===== src/fsb_pkg.sv =====
// constants and types for the fast serial port block transfer unit
// assumes a 32-bit ahb-lite bus and a byte-wide memory port
// Contract
// (RQ1) data register read returns latest received byte, single-byte mode only; code returns the oldest unread fifo byte instead.
// (RQ2) software trusts read data only while receive-ready reads one.
// (RQ3) each data register write sends exactly one byte on the line; code overwrites a still-pending hold byte, which is never sent.
// (RQ4) software writes data register only while transmit-ready reads one.
// (RQ5) data register holds the byte in bits 7:0, upper bits unused.
// (RQ6) software writes zero to reserved bits of data and counter registers.
// (RQ7) 16-bit receive base pointer feeds the next block receive.
// (RQ8) loading receive counter with length minus one starts block receive.
// (RQ9) receive counter decrements per byte and reads remaining length.
// (RQ10) 16-bit transmit base pointer feeds the next block transmit.
// (RQ11) loading transmit counter with length minus one starts block transmit.
// (RQ12) transmit counter decrements per byte and reads remaining length.
// (RQ13) counters are 10 bits in 9:0, max 0x03ff, upper bits reserved.
// (RQ14) finished counter reads 0x03ff until software reloads it.
// (RQ15) transmit-ready reads one when the transmit buffer can take a byte.
// (RQ16) receive-ready reads one when the receive fifo holds a byte.
// (RQ17) block completion sets a done flag, cleared by writing one.
// (RQ18) block bytes move from the base pointer, address advancing per byte.
// (RQ19) receive and transmit engines run independently on their own registers.
package fsb_pkg;
  localparam int ADDR_W = 32;
  localparam int DATA_W = 32;
  localparam int IDX_W = 16;
  localparam int BYTE_W = 8;
  localparam int CNT_W = 10;
  localparam int PTR_W = 16;
  // register indices; byte address is four times the index
  localparam logic [IDX_W-1:0] IDX_DATA = 16'hc076;
  localparam logic [IDX_W-1:0] IDX_RX_BASE = 16'hc078;
  localparam logic [IDX_W-1:0] IDX_RX_CNT = 16'hc07a;
  localparam logic [IDX_W-1:0] IDX_TX_BASE = 16'hc07c;
  localparam logic [IDX_W-1:0] IDX_TX_CNT = 16'hc07e;
  localparam logic [IDX_W-1:0] IDX_IRQ_STS = 16'hc080;
  localparam logic [IDX_W-1:0] IDX_IRQ_EN = 16'hc082;
  localparam logic [IDX_W-1:0] IDX_IRQ_CLR = 16'hc084;
  localparam logic [IDX_W-1:0] IDX_LINE_STS = 16'hc086;
  localparam int IDX_LSB = 2;
  localparam logic [CNT_W-1:0] CNT_RESET = 10'h000;
  localparam logic [CNT_W-1:0] CNT_DONE = 10'h3ff;
  localparam logic [PTR_W-1:0] PTR_RESET = 16'h0000;
  localparam logic [PTR_W-1:0] PTR_STEP = 16'h0001;
  // interrupt status / enable / clear layout
  localparam int IRQ_W = 3;
  localparam int IRQ_RX_DONE = 0;
  localparam int IRQ_TX_DONE = 1;
  localparam int IRQ_RX_OVF = 2;
  // line status layout
  localparam int LS_RX_READY = 0;
  localparam int LS_TX_READY = 1;
  localparam int LS_RX_FULL = 2;
  localparam int LS_RX_BUSY = 3;
  localparam int LS_TX_BUSY = 4;
  // timing: 2.0 Mbaud line at 125 MHz
  localparam int CLK_MHZ = 125;
  localparam int BIT_TIME_NS = 500;
  localparam int CLKS_PER_BIT = BIT_TIME_NS * CLK_MHZ / 1000;
  localparam int RX_FIFO_DEPTH = 8;
  localparam logic [1:0] HTRANS_NONSEQ_BIT = 2'b10;
  localparam logic HRESP_OKAY = 1'b0;
  typedef enum logic [1:0] {LN_IDLE, LN_START, LN_DATA, LN_STOP} fsb_line_t;
  typedef enum logic [1:0] {MS_IDLE, MS_RXWR, MS_TXRD} fsb_mem_t;
endpackage


===== src/fsb_block_transfer.sv =====
// fast serial port: byte data path, block receive/transmit engines, ahb regs
// assumes a byte memory that may stall mem_req for any number of cycles and ends it with a one-cycle mem_ack
//
// Local design decision: the AHB-Lite slave port.
`timescale 1ns/1ps
module fsb_block_transfer #(
  parameter int CLKS_PER_BIT = fsb_pkg::CLKS_PER_BIT,
  parameter int RX_DEPTH = fsb_pkg::RX_FIFO_DEPTH
) (
  input wire logic hclk,
  input wire logic hresetn,
  input wire logic ce,
  input wire logic hsel,
  input wire logic [fsb_pkg::ADDR_W-1:0] haddr,
  input wire logic [1:0] htrans,
  input wire logic hwrite,
  input wire logic [2:0] hsize,
  input wire logic [fsb_pkg::DATA_W-1:0] hwdata,
  input wire logic hready,
  output logic hreadyout,
  output logic hresp,
  output logic [fsb_pkg::DATA_W-1:0] hrdata,
  input wire logic rx_line,
  output logic tx_line,
  output logic mem_req,
  output logic mem_we,
  output logic [fsb_pkg::PTR_W-1:0] mem_addr,
  output logic [fsb_pkg::BYTE_W-1:0] mem_wdata,
  input wire logic [fsb_pkg::BYTE_W-1:0] mem_rdata,
  input wire logic mem_ack,
  output logic irq
);
  import fsb_pkg::*;

  localparam int DIV_W = $clog2(CLKS_PER_BIT + 1);
  localparam int FP_W = $clog2(RX_DEPTH);
  localparam logic [DIV_W-1:0] DIV_FULL = DIV_W'(CLKS_PER_BIT - 1);
  localparam logic [DIV_W-1:0] DIV_HALF = DIV_W'(CLKS_PER_BIT / 2);
  localparam logic [FP_W:0] FIFO_FULL = (FP_W+1)'(RX_DEPTH);
  localparam logic [2:0] LAST_BIT = 3'h7;

  function automatic logic [IDX_W-1:0] idx_of(input logic [ADDR_W-1:0] a);
    idx_of = a[IDX_LSB+IDX_W-1:IDX_LSB];
  endfunction

  function automatic logic [CNT_W-1:0] count_down(input logic [CNT_W-1:0] c);
    // wraps from zero to the finished value
    count_down = (c == CNT_RESET) ? CNT_DONE : c - 1'b1;
  endfunction

  // receive line
  fsb_line_t rx_st_reg, rx_st_next;
  logic [DIV_W-1:0] rx_div_reg, rx_div_next;
  logic [2:0] rx_bit_reg, rx_bit_next;
  logic [BYTE_W-1:0] rx_sh_reg, rx_sh_next;
  logic rx_push;

  always_comb begin
    rx_st_next = rx_st_reg;
    rx_div_next = rx_div_reg;
    rx_bit_next = rx_bit_reg;
    rx_sh_next = rx_sh_reg;
    rx_push = 1'b0;
    case (rx_st_reg)
      LN_IDLE: begin
        if (!rx_line) begin
          rx_st_next = LN_START;
          rx_div_next = DIV_HALF;
        end
      end
      LN_START: begin
        if (rx_div_reg != '0) begin
          rx_div_next = rx_div_reg - 1'b1;
        end else if (!rx_line) begin
          rx_st_next = LN_DATA;
          rx_div_next = DIV_FULL;
          rx_bit_next = '0;
        end else begin
          // glitch, not a start bit
          rx_st_next = LN_IDLE;
        end
      end
      LN_DATA: begin
        if (rx_div_reg != '0) begin
          rx_div_next = rx_div_reg - 1'b1;
        end else begin
          rx_sh_next = {rx_line, rx_sh_reg[BYTE_W-1:1]};
          rx_div_next = DIV_FULL;
          rx_bit_next = rx_bit_reg + 1'b1;
          if (rx_bit_reg == LAST_BIT) begin
            rx_st_next = LN_STOP;
          end
        end
      end
      LN_STOP: begin
        if (rx_div_reg != '0) begin
          rx_div_next = rx_div_reg - 1'b1;
        end else begin
          // framing error drops the byte
          rx_push = rx_line;
          rx_st_next = LN_IDLE;
        end
      end
      default: rx_st_next = LN_IDLE;
    endcase
  end

  always_ff @(posedge hclk or negedge hresetn) begin
    if (!hresetn) begin
      rx_st_reg <= LN_IDLE;
      rx_div_reg <= '0;
      rx_bit_reg <= '0;
      rx_sh_reg <= '0;
    end else if (ce) begin
      rx_st_reg <= rx_st_next;
      rx_div_reg <= rx_div_next;
      rx_bit_reg <= rx_bit_next;
      rx_sh_reg <= rx_sh_next;
    end
  end

  // receive fifo
  logic [BYTE_W-1:0] rx_mem [RX_DEPTH];
  logic [FP_W-1:0] rx_wp_reg, rx_wp_next, rx_rp_reg, rx_rp_next;
  logic [FP_W:0] rx_cnt_reg, rx_cnt_next;
  logic rx_pop, fifo_full, fifo_empty, fifo_wr;

  assign fifo_full = (rx_cnt_reg == FIFO_FULL);
  assign fifo_empty = (rx_cnt_reg == '0);
  // a byte that finds the fifo full is lost and flagged
  assign fifo_wr = rx_push && !fifo_full;

  always_comb begin
    rx_wp_next = fifo_wr ? rx_wp_reg + 1'b1 : rx_wp_reg;
    rx_rp_next = rx_pop ? rx_rp_reg + 1'b1 : rx_rp_reg;
    rx_cnt_next = rx_cnt_reg + (FP_W+1)'(fifo_wr) - (FP_W+1)'(rx_pop);
  end

  always_ff @(posedge hclk or negedge hresetn) begin
    if (!hresetn) begin
      rx_wp_reg <= '0;
      rx_rp_reg <= '0;
      rx_cnt_reg <= '0;
    end else if (ce) begin
      rx_wp_reg <= rx_wp_next;
      rx_rp_reg <= rx_rp_next;
      rx_cnt_reg <= rx_cnt_next;
    end
  end

  always_ff @(posedge hclk) begin
    if (ce && fifo_wr) begin
      rx_mem[rx_wp_reg] <= rx_sh_reg;
    end
  end

  // transmit line
  fsb_line_t tx_st_reg, tx_st_next;
  logic [DIV_W-1:0] tx_div_reg, tx_div_next;
  logic [2:0] tx_bit_reg, tx_bit_next;
  logic [BYTE_W-1:0] tx_sh_reg, tx_sh_next;
  logic tx_line_reg, tx_line_next;
  logic tx_take;
  logic tx_hold_vld_reg;
  logic [BYTE_W-1:0] tx_hold_reg;

  always_comb begin
    tx_st_next = tx_st_reg;
    tx_div_next = tx_div_reg;
    tx_bit_next = tx_bit_reg;
    tx_sh_next = tx_sh_reg;
    tx_line_next = tx_line_reg;
    tx_take = 1'b0;
    if (tx_st_reg != LN_IDLE && tx_div_reg != '0) begin
      tx_div_next = tx_div_reg - 1'b1;
    end else begin
      case (tx_st_reg)
        LN_IDLE: begin
          tx_line_next = 1'b1;
          if (tx_hold_vld_reg) begin
            tx_take = 1'b1;
            tx_sh_next = tx_hold_reg;
            tx_line_next = 1'b0;
            tx_div_next = DIV_FULL;
            tx_st_next = LN_START;
          end
        end
        LN_START: begin
          tx_line_next = tx_sh_reg[0];
          tx_div_next = DIV_FULL;
          tx_bit_next = '0;
          tx_st_next = LN_DATA;
        end
        LN_DATA: begin
          tx_div_next = DIV_FULL;
          if (tx_bit_reg == LAST_BIT) begin
            tx_line_next = 1'b1;
            tx_st_next = LN_STOP;
          end else begin
            tx_sh_next = {1'b0, tx_sh_reg[BYTE_W-1:1]};
            tx_line_next = tx_sh_reg[1];
            tx_bit_next = tx_bit_reg + 1'b1;
          end
        end
        LN_STOP: tx_st_next = LN_IDLE;
        default: tx_st_next = LN_IDLE;
      endcase
    end
  end

  always_ff @(posedge hclk or negedge hresetn) begin
    if (!hresetn) begin
      tx_st_reg <= LN_IDLE;
      tx_div_reg <= '0;
      tx_bit_reg <= '0;
      tx_sh_reg <= '0;
      tx_line_reg <= 1'b1;
    end else if (ce) begin
      tx_st_reg <= tx_st_next;
      tx_div_reg <= tx_div_next;
      tx_bit_reg <= tx_bit_next;
      tx_sh_reg <= tx_sh_next;
      tx_line_reg <= tx_line_next;
    end
  end

  // bus slave, registers and block engines
  logic dp_vld_reg, dp_vld_next, dp_wr_reg, dp_wr_next;
  logic [IDX_W-1:0] dp_idx_reg, dp_idx_next;
  logic [DATA_W-1:0] hrdata_reg, hrdata_next;
  logic [PTR_W-1:0] rx_base_reg, rx_base_next, tx_base_reg, tx_base_next;
  logic [PTR_W-1:0] rx_ptr_reg, rx_ptr_next, tx_ptr_reg, tx_ptr_next;
  logic [CNT_W-1:0] rx_len_reg, rx_len_next, tx_len_reg, tx_len_next;
  logic rx_act_reg, rx_act_next, tx_act_reg, tx_act_next;
  logic tx_hold_vld_next;
  logic [BYTE_W-1:0] tx_hold_next;
  logic [IRQ_W-1:0] sts_reg, sts_next, en_reg, en_next, sts_set;
  fsb_mem_t ms_reg, ms_next;
  logic mem_we_reg, mem_we_next;
  logic [PTR_W-1:0] mem_addr_reg, mem_addr_next;
  logic [BYTE_W-1:0] mem_wdata_reg, mem_wdata_next;
  logic acc, wr_dp, cpu_pop, eng_pop;
  logic [IDX_W-1:0] a_idx;
  logic [DATA_W-1:0] rd_val;

  assign acc = hsel && (htrans & HTRANS_NONSEQ_BIT) != '0 && hready && ce;
  assign a_idx = idx_of(haddr);
  assign wr_dp = dp_vld_reg && dp_wr_reg;
  // block receive owns the fifo; cpu reads then do not drain it
  assign cpu_pop = acc && !hwrite && a_idx == IDX_DATA
                   && !rx_act_reg && !fifo_empty; // [RQ1]
  assign eng_pop = ms_reg == MS_IDLE && rx_act_reg && !fifo_empty;
  assign rx_pop = cpu_pop || eng_pop;

  always_comb begin
    rd_val = '0;
    case (a_idx)
      IDX_DATA: rd_val[BYTE_W-1:0] = rx_mem[rx_rp_reg]; // [RQ1] [RQ5]
      IDX_RX_BASE: rd_val[PTR_W-1:0] = rx_base_reg;
      IDX_RX_CNT: rd_val[CNT_W-1:0] = rx_len_reg; // [RQ9] [RQ13]
      IDX_TX_BASE: rd_val[PTR_W-1:0] = tx_base_reg;
      IDX_TX_CNT: rd_val[CNT_W-1:0] = tx_len_reg; // [RQ12] [RQ13]
      IDX_IRQ_STS: rd_val[IRQ_W-1:0] = sts_reg;
      IDX_IRQ_EN: rd_val[IRQ_W-1:0] = en_reg;
      IDX_LINE_STS: begin
        rd_val[LS_RX_READY] = !fifo_empty; // [RQ16]
        rd_val[LS_TX_READY] = !tx_hold_vld_reg; // [RQ15]
        rd_val[LS_RX_FULL] = fifo_full;
        rd_val[LS_RX_BUSY] = rx_act_reg;
        rd_val[LS_TX_BUSY] = tx_act_reg;
      end
      default: rd_val = '0;
    endcase
  end

  always_comb begin
    dp_vld_next = acc;
    dp_wr_next = hwrite;
    dp_idx_next = a_idx;
    hrdata_next = (acc && !hwrite) ? rd_val : hrdata_reg;
    rx_base_next = rx_base_reg;
    tx_base_next = tx_base_reg;
    rx_ptr_next = rx_ptr_reg;
    tx_ptr_next = tx_ptr_reg;
    rx_len_next = rx_len_reg;
    tx_len_next = tx_len_reg;
    rx_act_next = rx_act_reg;
    tx_act_next = tx_act_reg;
    tx_hold_vld_next = tx_hold_vld_reg && !tx_take;
    tx_hold_next = tx_hold_reg;
    en_next = en_reg;
    ms_next = ms_reg;
    mem_we_next = mem_we_reg;
    mem_addr_next = mem_addr_reg;
    mem_wdata_next = mem_wdata_reg;
    sts_set = '0;
    sts_set[IRQ_RX_OVF] = rx_push && fifo_full;
    case (ms_reg)
      MS_IDLE: begin
        // receive side first; each side advances only its own pointer
        if (eng_pop) begin
          ms_next = MS_RXWR;
          mem_we_next = 1'b1;
          mem_addr_next = rx_ptr_reg; // [RQ18]
          mem_wdata_next = rx_mem[rx_rp_reg];
        end else if (tx_act_reg && !tx_hold_vld_reg) begin
          ms_next = MS_TXRD;
          mem_we_next = 1'b0;
          mem_addr_next = tx_ptr_reg; // [RQ18]
        end
      end
      MS_RXWR: begin
        if (mem_ack) begin
          ms_next = MS_IDLE;
          rx_ptr_next = rx_ptr_reg + PTR_STEP; // [RQ18] [RQ19]
          rx_len_next = count_down(rx_len_reg); // [RQ9] [RQ14]
          if (rx_len_reg == CNT_RESET) begin
            rx_act_next = 1'b0;
            sts_set[IRQ_RX_DONE] = 1'b1; // [RQ17]
          end
        end
      end
      MS_TXRD: begin
        if (mem_ack) begin
          ms_next = MS_IDLE;
          tx_hold_vld_next = 1'b1;
          tx_hold_next = mem_rdata;
          tx_ptr_next = tx_ptr_reg + PTR_STEP; // [RQ18] [RQ19]
          tx_len_next = count_down(tx_len_reg); // [RQ12] [RQ14]
          if (tx_len_reg == CNT_RESET) begin
            tx_act_next = 1'b0;
            sts_set[IRQ_TX_DONE] = 1'b1; // [RQ17]
          end
        end
      end
      default: ms_next = MS_IDLE;
    endcase
    sts_next = sts_reg;
    if (wr_dp) begin
      case (dp_idx_reg)
        IDX_DATA: begin
          // overwrites a pending byte if software ignores transmit-ready
          tx_hold_vld_next = 1'b1; // [RQ3]
          tx_hold_next = hwdata[BYTE_W-1:0]; // [RQ5]
        end
        IDX_RX_BASE: rx_base_next = hwdata[PTR_W-1:0]; // [RQ7]
        IDX_TX_BASE: tx_base_next = hwdata[PTR_W-1:0]; // [RQ10]
        IDX_RX_CNT: begin
          rx_len_next = hwdata[CNT_W-1:0]; // [RQ8] [RQ13]
          rx_ptr_next = rx_base_reg; // [RQ7]
          rx_act_next = 1'b1; // [RQ8]
        end
        IDX_TX_CNT: begin
          tx_len_next = hwdata[CNT_W-1:0]; // [RQ11] [RQ13]
          tx_ptr_next = tx_base_reg; // [RQ10]
          tx_act_next = 1'b1; // [RQ11]
        end
        IDX_IRQ_EN: en_next = hwdata[IRQ_W-1:0];
        IDX_IRQ_CLR: sts_next = sts_reg & ~hwdata[IRQ_W-1:0]; // [RQ17]
        default: sts_next = sts_reg;
      endcase
    end
    // a new event beats a clear in the same cycle
    sts_next = sts_next | sts_set; // [RQ17]
  end

  always_ff @(posedge hclk or negedge hresetn) begin
    if (!hresetn) begin
      dp_vld_reg <= 1'b0;
      dp_wr_reg <= 1'b0;
      dp_idx_reg <= '0;
      hrdata_reg <= '0;
      rx_base_reg <= PTR_RESET;
      tx_base_reg <= PTR_RESET;
      rx_ptr_reg <= PTR_RESET;
      tx_ptr_reg <= PTR_RESET;
      rx_len_reg <= CNT_RESET;
      tx_len_reg <= CNT_RESET;
      rx_act_reg <= 1'b0;
      tx_act_reg <= 1'b0;
      tx_hold_vld_reg <= 1'b0;
      tx_hold_reg <= '0;
      sts_reg <= '0;
      en_reg <= '0;
      ms_reg <= MS_IDLE;
      mem_we_reg <= 1'b0;
      mem_addr_reg <= PTR_RESET;
      mem_wdata_reg <= '0;
    end else if (ce) begin
      dp_vld_reg <= dp_vld_next;
      dp_wr_reg <= dp_wr_next;
      dp_idx_reg <= dp_idx_next;
      hrdata_reg <= hrdata_next;
      rx_base_reg <= rx_base_next;
      tx_base_reg <= tx_base_next;
      rx_ptr_reg <= rx_ptr_next;
      tx_ptr_reg <= tx_ptr_next;
      rx_len_reg <= rx_len_next;
      tx_len_reg <= tx_len_next;
      rx_act_reg <= rx_act_next;
      tx_act_reg <= tx_act_next;
      tx_hold_vld_reg <= tx_hold_vld_next;
      tx_hold_reg <= tx_hold_next;
      sts_reg <= sts_next;
      en_reg <= en_next;
      ms_reg <= ms_next;
      mem_we_reg <= mem_we_next;
      mem_addr_reg <= mem_addr_next;
      mem_wdata_reg <= mem_wdata_next;
    end
  end

  // wait states while frozen keep bus writes from being lost
  assign hreadyout = ce;
  assign hresp = HRESP_OKAY;
  assign hrdata = hrdata_reg;
  assign tx_line = tx_line_reg;
  assign mem_req = ms_reg != MS_IDLE;
  assign mem_we = mem_we_reg;
  assign mem_addr = mem_addr_reg;
  assign mem_wdata = mem_wdata_reg;
  assign irq = |(sts_reg & en_reg);
endmodule


===== config.mk =====
export PLATFORM = sky130hd
export DESIGN_NAME = fsb_block_transfer
export DESIGN_NICKNAME = d
export VERILOG_FILES = /design/src/fsb_pkg.sv /design/src/fsb_block_transfer.sv
export SDC_FILE = /design/constraint.sdc
export NUM_CORES = 1
export LEC_CHECK = 0
export ABC_CLOCK_PERIOD_IN_PS = 3010
export BUFFER_PORTS_ARGS = -buffer_cell sky130_fd_sc_hd__buf_2
export CAP_MARGIN = 0
export CORE_ASPECT_RATIO = 0.6
export CORE_MARGIN = 1.5
export CORE_UTILIZATION = 40
export DETAILED_ROUTE_END_ITERATION = 8
export PLACE_DENSITY = 0.59
export REMOVE_ABC_BUFFERS = 1
export SKIP_CTS_REPAIR_TIMING = 1
export SLEW_MARGIN = 25
export SYNTH_ARGS = -nofsm -noshare
export SYNTH_HDL_FRONTEND = slang
export SYNTH_SLANG_ARGS = --single-unit

===== constraint.sdc =====
create_clock -name hclk -period 3.01 [get_ports hclk]
set_input_delay 0 -clock hclk [delete_from_list [all_inputs] [get_ports hclk]]
set_output_delay 0 -clock hclk [all_outputs]
set_load 0.03 [all_outputs]

# After elaboration in Yosys (flattened, before gate mapping)
# Memories as Yosys holds them, arrays and structs flattened.
# Index checks and enable logic that the tools add are counted.
# classes
add_sub_neg,12
n_eq_ne,40
n_mux,95
bitwise_logic,6
reduce_logical,60
# ops
cell,n
== test 16 bit (second input constant),15
2-to-1 mux 16 bit,10
2-to-1 mux 10 bit,10
2-to-1 mux 8 bit,6
2-to-1 mux 6 bit,7
adder 16 x 1 -> 16 bit (second input constant),2
2-to-1 mux 1 bit,31
AND reduction 3 bit,9
one-hot mux 2 bit (4 select lines),3
one-hot mux 3 bit (8 select lines),1
one-hot mux 6 bit (2 select lines),2
one-hot mux 6 bit (4 select lines),1
2-to-1 mux 2 bit,11
logical NOT 10 bit,2
!= test 2 bit (second input constant),10
subtractor 10 x 1 -> 10 bit (second input constant),2
2-to-1 mux 3 bit,6
logical AND 1 bit,16
one-hot mux 8 bit (2 select lines),1
one-hot mux 3 bit (5 select lines),1
adder 3 x 1 -> 3 bit (second input constant),4
one-hot mux 2 bit (6 select lines),1
one-hot mux 3 bit (2 select lines),2
AND reduction 4 bit,3
other kinds (28),57
# word_totals
ff_bits,211
ramBits,64
out_inout_bits,62
n_memories,1
# mem_list
name,words,width,read_ports,rd_clocked_by_memory_dff,wr,line_no,rtl
rx_mem,8,8,1,0,1,fsb_block_transfer.sv:123,logic [BYTE_W-1:0] rx_mem [RX_DEPTH];

# Logic depth before layout (Yosys ltp)
# depth
depth_word,9
mapped_depth,14
depth_no_buf,13

# Worst setup path before layout
# Ideal clock, no wire load.
# synth_path
path_kind,register -> register
start,register rx_div_reg[4]
end,memory rx_mem[0][0] (enable)
setup_time_ps,383
arrival_time_ps,2379
required_time_ps,2627
slack_ps,248
stages_incl_launch_ff,8
n_path_buf,2
cell_sequence,dfrtp_1 nor4_1 and2_1 clkbuf_1 and3_1 clkbuf_1 nand2b_1 nor3_1
# synth_via
elab_chain_len,7
# synth_lines
element,line_no,rtl
start: declaration,fsb_block_transfer.sv:53,"logic [DIV_W-1:0] rx_div_reg, rx_div_next;"
start signal: assignment,fsb_block_transfer.sv:116,rx_div_reg <= rx_div_next;
nonzero test 6 bit,fsb_block_transfer.sv:96,if (rx_div_reg != '0) begin
2-to-1 mux 1 bit,fsb_block_transfer.sv:96,
2-to-1 mux 1 bit,fsb_block_transfer.sv:64,case (rx_st_reg)
logical AND 1 bit,fsb_block_transfer.sv:131,assign fifo_wr = rx_push && !fifo_full;
logical AND 1 bit,fsb_block_transfer.sv:152,if (ce && fifo_wr) begin
2-to-1 mux 1 bit,fsb_block_transfer.sv:152,
2-to-1 mux 1 bit (not written as such),fsb_block_transfer.sv:153,rx_mem[rx_wp_reg] <= rx_sh_reg;
end: declaration,fsb_block_transfer.sv:123,
# No other way between the ends.

# Worst setup path in the final report
# layout_path
start,register dp_idx_reg[0]
end,register tx_hold_reg[3]
# layout_via
elab_chain_len,3
# layout_lines
element,line_no,rtl
start: declaration,fsb_block_transfer.sv:229,"logic [IDX_W-1:0] dp_idx_reg, dp_idx_next;"
start signal: assignment,fsb_block_transfer.sv:392,dp_idx_reg <= dp_idx_next;
== test 16 bit,fsb_block_transfer.sv:340,case (dp_idx_reg)
2-to-1 mux 8 bit,fsb_block_transfer.sv:340,
2-to-1 mux 8 bit,fsb_block_transfer.sv:339,if (wr_dp) begin
end signal: assignment,fsb_block_transfer.sv:403,tx_hold_reg <= tx_hold_next;
end: declaration,fsb_block_transfer.sv:165,logic [BYTE_W-1:0] tx_hold_reg;
# No other way between the ends.
# A chain may end at the register's enable or synchronous reset.

==> impl_results.md <==
* Biggest register: rx_mem
* Async set-reset flop share out of synthesis at 76.7%
* Input/output buffers at 93
* Total GRT Usage at 21.9%
* Post-synth EDFFs at 64
* CTS Root Cell: clkbuf_16
* Number of synthesized register bits at 275
* Initial antenna violation count at 0
* Tightest Pin Transition at 0.790 ns
* Final max-slew violation count at 0
* DRC errors left at 0
* Register Area at 7200 µm²
* Final setup fails at 0
* Drt wl/cell at 21.2 µm
* Vias in the first global route at 9965
* Yosys cell types at 78
* Cells after Synth at 1250
* Drt via density at 5.70
* Post-synthesis sequential area ratio at 51.2%
* Dpl cell area at 15200 µm²
* Leakage Power at 7.33 nW
* Via Count at 10700
* Synth Flop Type: dfrtp_1
* Max reg flops at 64
* Die area at 36300 µm²
* Synthesized area at 14100 µm²
* Slew margin rel. at 47.4%
* Final hold vios at 0
* Critical path fanouts, max at 15
* Share of layout cells above drive strength 1 at 22.0%
* Clk slew on worst S/H paths at 0.07 ns
* GR Overflow Total at 0
* VDD IR max at 0.000417 V
* Ant diodes at 0
* Initial Utilization at 41.2%
* # rows at 52
* Inst Count DP at 1788
* Startpoint types: flip-flop
* Die W at 245 µm
* Tmin final at 2.77 ns
* DRT iter0 DRCs at 983
* Design Area, Final at 16600 µm²
* Max H-tree Level at 1
* CTS Buf Count at 27
* Synth warnings at 0
* Final Cycle Share at 91.9%
* Final cell count without fillers at 1882
* Clock Latency Late Sink at 0.56 ns
* Max-Cap Viols at 0
* Fin Hold WS at 0.0113 ns
* Deepest clock path buffer count at 3
* Power after layout at 0.0108 W
* Final Wtd Congestion at 0.914
* P per Cell Area at 649 nW/µm²
* # nets final at 1521
* First-pass GRT wire length at 61400 µm
* Setup Skew at 0.0144 ns
* Post-route ant nets at 0
* Chip Height at 148 µm
* Post-Route WL at 39900 µm
* HP Class: in2reg
* Largest net degree at the start of global routing at 92
* Req. time, crit path at 3.49 ns
* CTS tree: done
* Status: complete, no violations
* Area grow syn2layout at 18.3%
* Unrepaired setup endpoints after global routing: false
* DR pass1 iterations at 5
* I/O Pins at 147
* Core Area at 34200 µm²
* Critical path arrival at 3.24 ns
* Clock sinks at 275
* Achievable Freq at 0.361 GHz
* Mean Syn Cell Area at 11.2 µm²
* CP Capture Type: flip-flop
* Filler cells at 3057
* Setup TNS at 0 ns
* Crit path kind: reg2reg
* Multi-input logic area at 6300 µm²
* Dpl hpwl at 27900 µm
[report_power, final]
group / switching, W / internal (W) / total, W / leakage, nW
clock network: 0.00151 / 0.00227 / 0.00378 / 0.478
registers: 0.000473 / 0.00429 / 0.00476 / 3.19
logic: 0.00134 / 0.000908 / 0.00225 / 3.67
[Yosys cell counts (12+ instances only)]
library cell / number / share of area (%)
edfxtp_1: 64 / 14
o31ai_1: 12 / 0.64
nor3_1: 20 / 0.71
a22oi_1: 25 / 1.3
a2bb2oi_1: 31 / 1.9
mux4_2: 16 / 2.6
clkbuf_1: 50 / 1.3
and3_1: 14 / 0.62
a22o_1: 12 / 0.75
nand3_1: 38 / 1.4
nor2_1: 69 / 1.8
a21oi_1: 61 / 2.2
mux2i_1: 66 / 4.7
buf_4: 18 / 0.96
dfrtp_1: 210 / 37
o21ai_0: 37 / 1.3
mux2_2: 83 / 6.6
nand4_1: 13 / 0.58
o22ai_1: 20 / 0.89
nor4_1: 21 / 0.93
ha_1: 33 / 2.9
nand2_1: 94 / 2.5
inv_1: 48 / 1.3
[metal layers]
layer  GRT usage (%)  routed length [µm]  vias to the layer above
met2            27.8               15500                      401
li1                -                   -                     4963
met4            4.54                 697                        0
met1            35.8               20100                     5312
met3            6.23                3520                       49
met5               0                   0                        -
[area by class of cell]
class,instances,share of cell area (%)
tap,459,3.45
inverter,48,1.08
clock buffer,36,4.51
multi-input combinational,853,37.9
clock inverter,14,1.38
sequential,275,43.3
timing repair buffer,197,8.38
[cell families after synthesis]
logic type | Yosys count | synth area share [%]
and+or+nand+nor | 342 | 12.6
AOI/OAI and AO/OA | 281 | 13.7
DFF | 275 | 51.2
muxes | 172 | 14.5
buffers and inverters | 138 | 4.42
adders and majority gates | 34 | 3.08
xor gates and xnor gates | 7 | 0.436
other | 1 | 0.0267
[cells in the final DEF (no fill, tap or decap), types with 17 or more instances in the layout]
| cell type | instances |
|---|---|
| dlygate4sd3_1 | 44 |
| ha_1 | 33 |
| mux2_2 | 83 |
| buf_2 | 91 |
| nand3_1 | 38 |
| nor4_1 | 21 |
| conb_1 | 17 |
| clkbuf_16 | 27 |
| a22oi_1 | 25 |
| a2bb2oi_1 | 31 |
| edfxtp_1 | 64 |
| dfrtp_1 | 210 |
| o21ai_0 | 37 |
| nor2_1 | 69 |
| inv_1 | 48 |
| nor3_1 | 20 |
| mux2i_1 | 66 |
| a21oi_1 | 60 |
| nand2_1 | 94 |
| buf_4 | 59 |
| o22ai_1 | 20 |
[critical path: stages, from the launching register on]
cell and delay [ns]:
dfrtp_1 0.37, or4_1 0.56, or3b_4 0.53, or4_1 0.65, a21oi_4 0.36, a2bb2oi_1 0.21
[stage by stage]
step	worst slack, ns	utilization [%]
2_1_floorplan	0.177	-
3_3_place_gp	0.0788	44.5
3_5_place_dp	-0.00788	44.5
4_1_cts	0.268	47.4
5_1_grt	0.143	48.7
6_report	0.243	48.7
[worst paths after layout]
kind                            slack, ns     startpoint             end  cells after the start
worst max-delay path                 0.24  dp_idx_reg[0]  tx_hold_reg[3]                      5
worst min-delay path                 0.01        mem_ack       ms_reg[0]                      4
worst max register to register       0.24  dp_idx_reg[0]  tx_hold_reg[3]                      5
worst min register to register       0.47     hrdata[10]      hrdata[10]                      2
max in group asynchronous            2.04        hresetn    mem_addr[12]                      3
min in group asynchronous            0.08        hresetn    mem_wdata[5]                      2
Power figures use the tool's default switching activity.
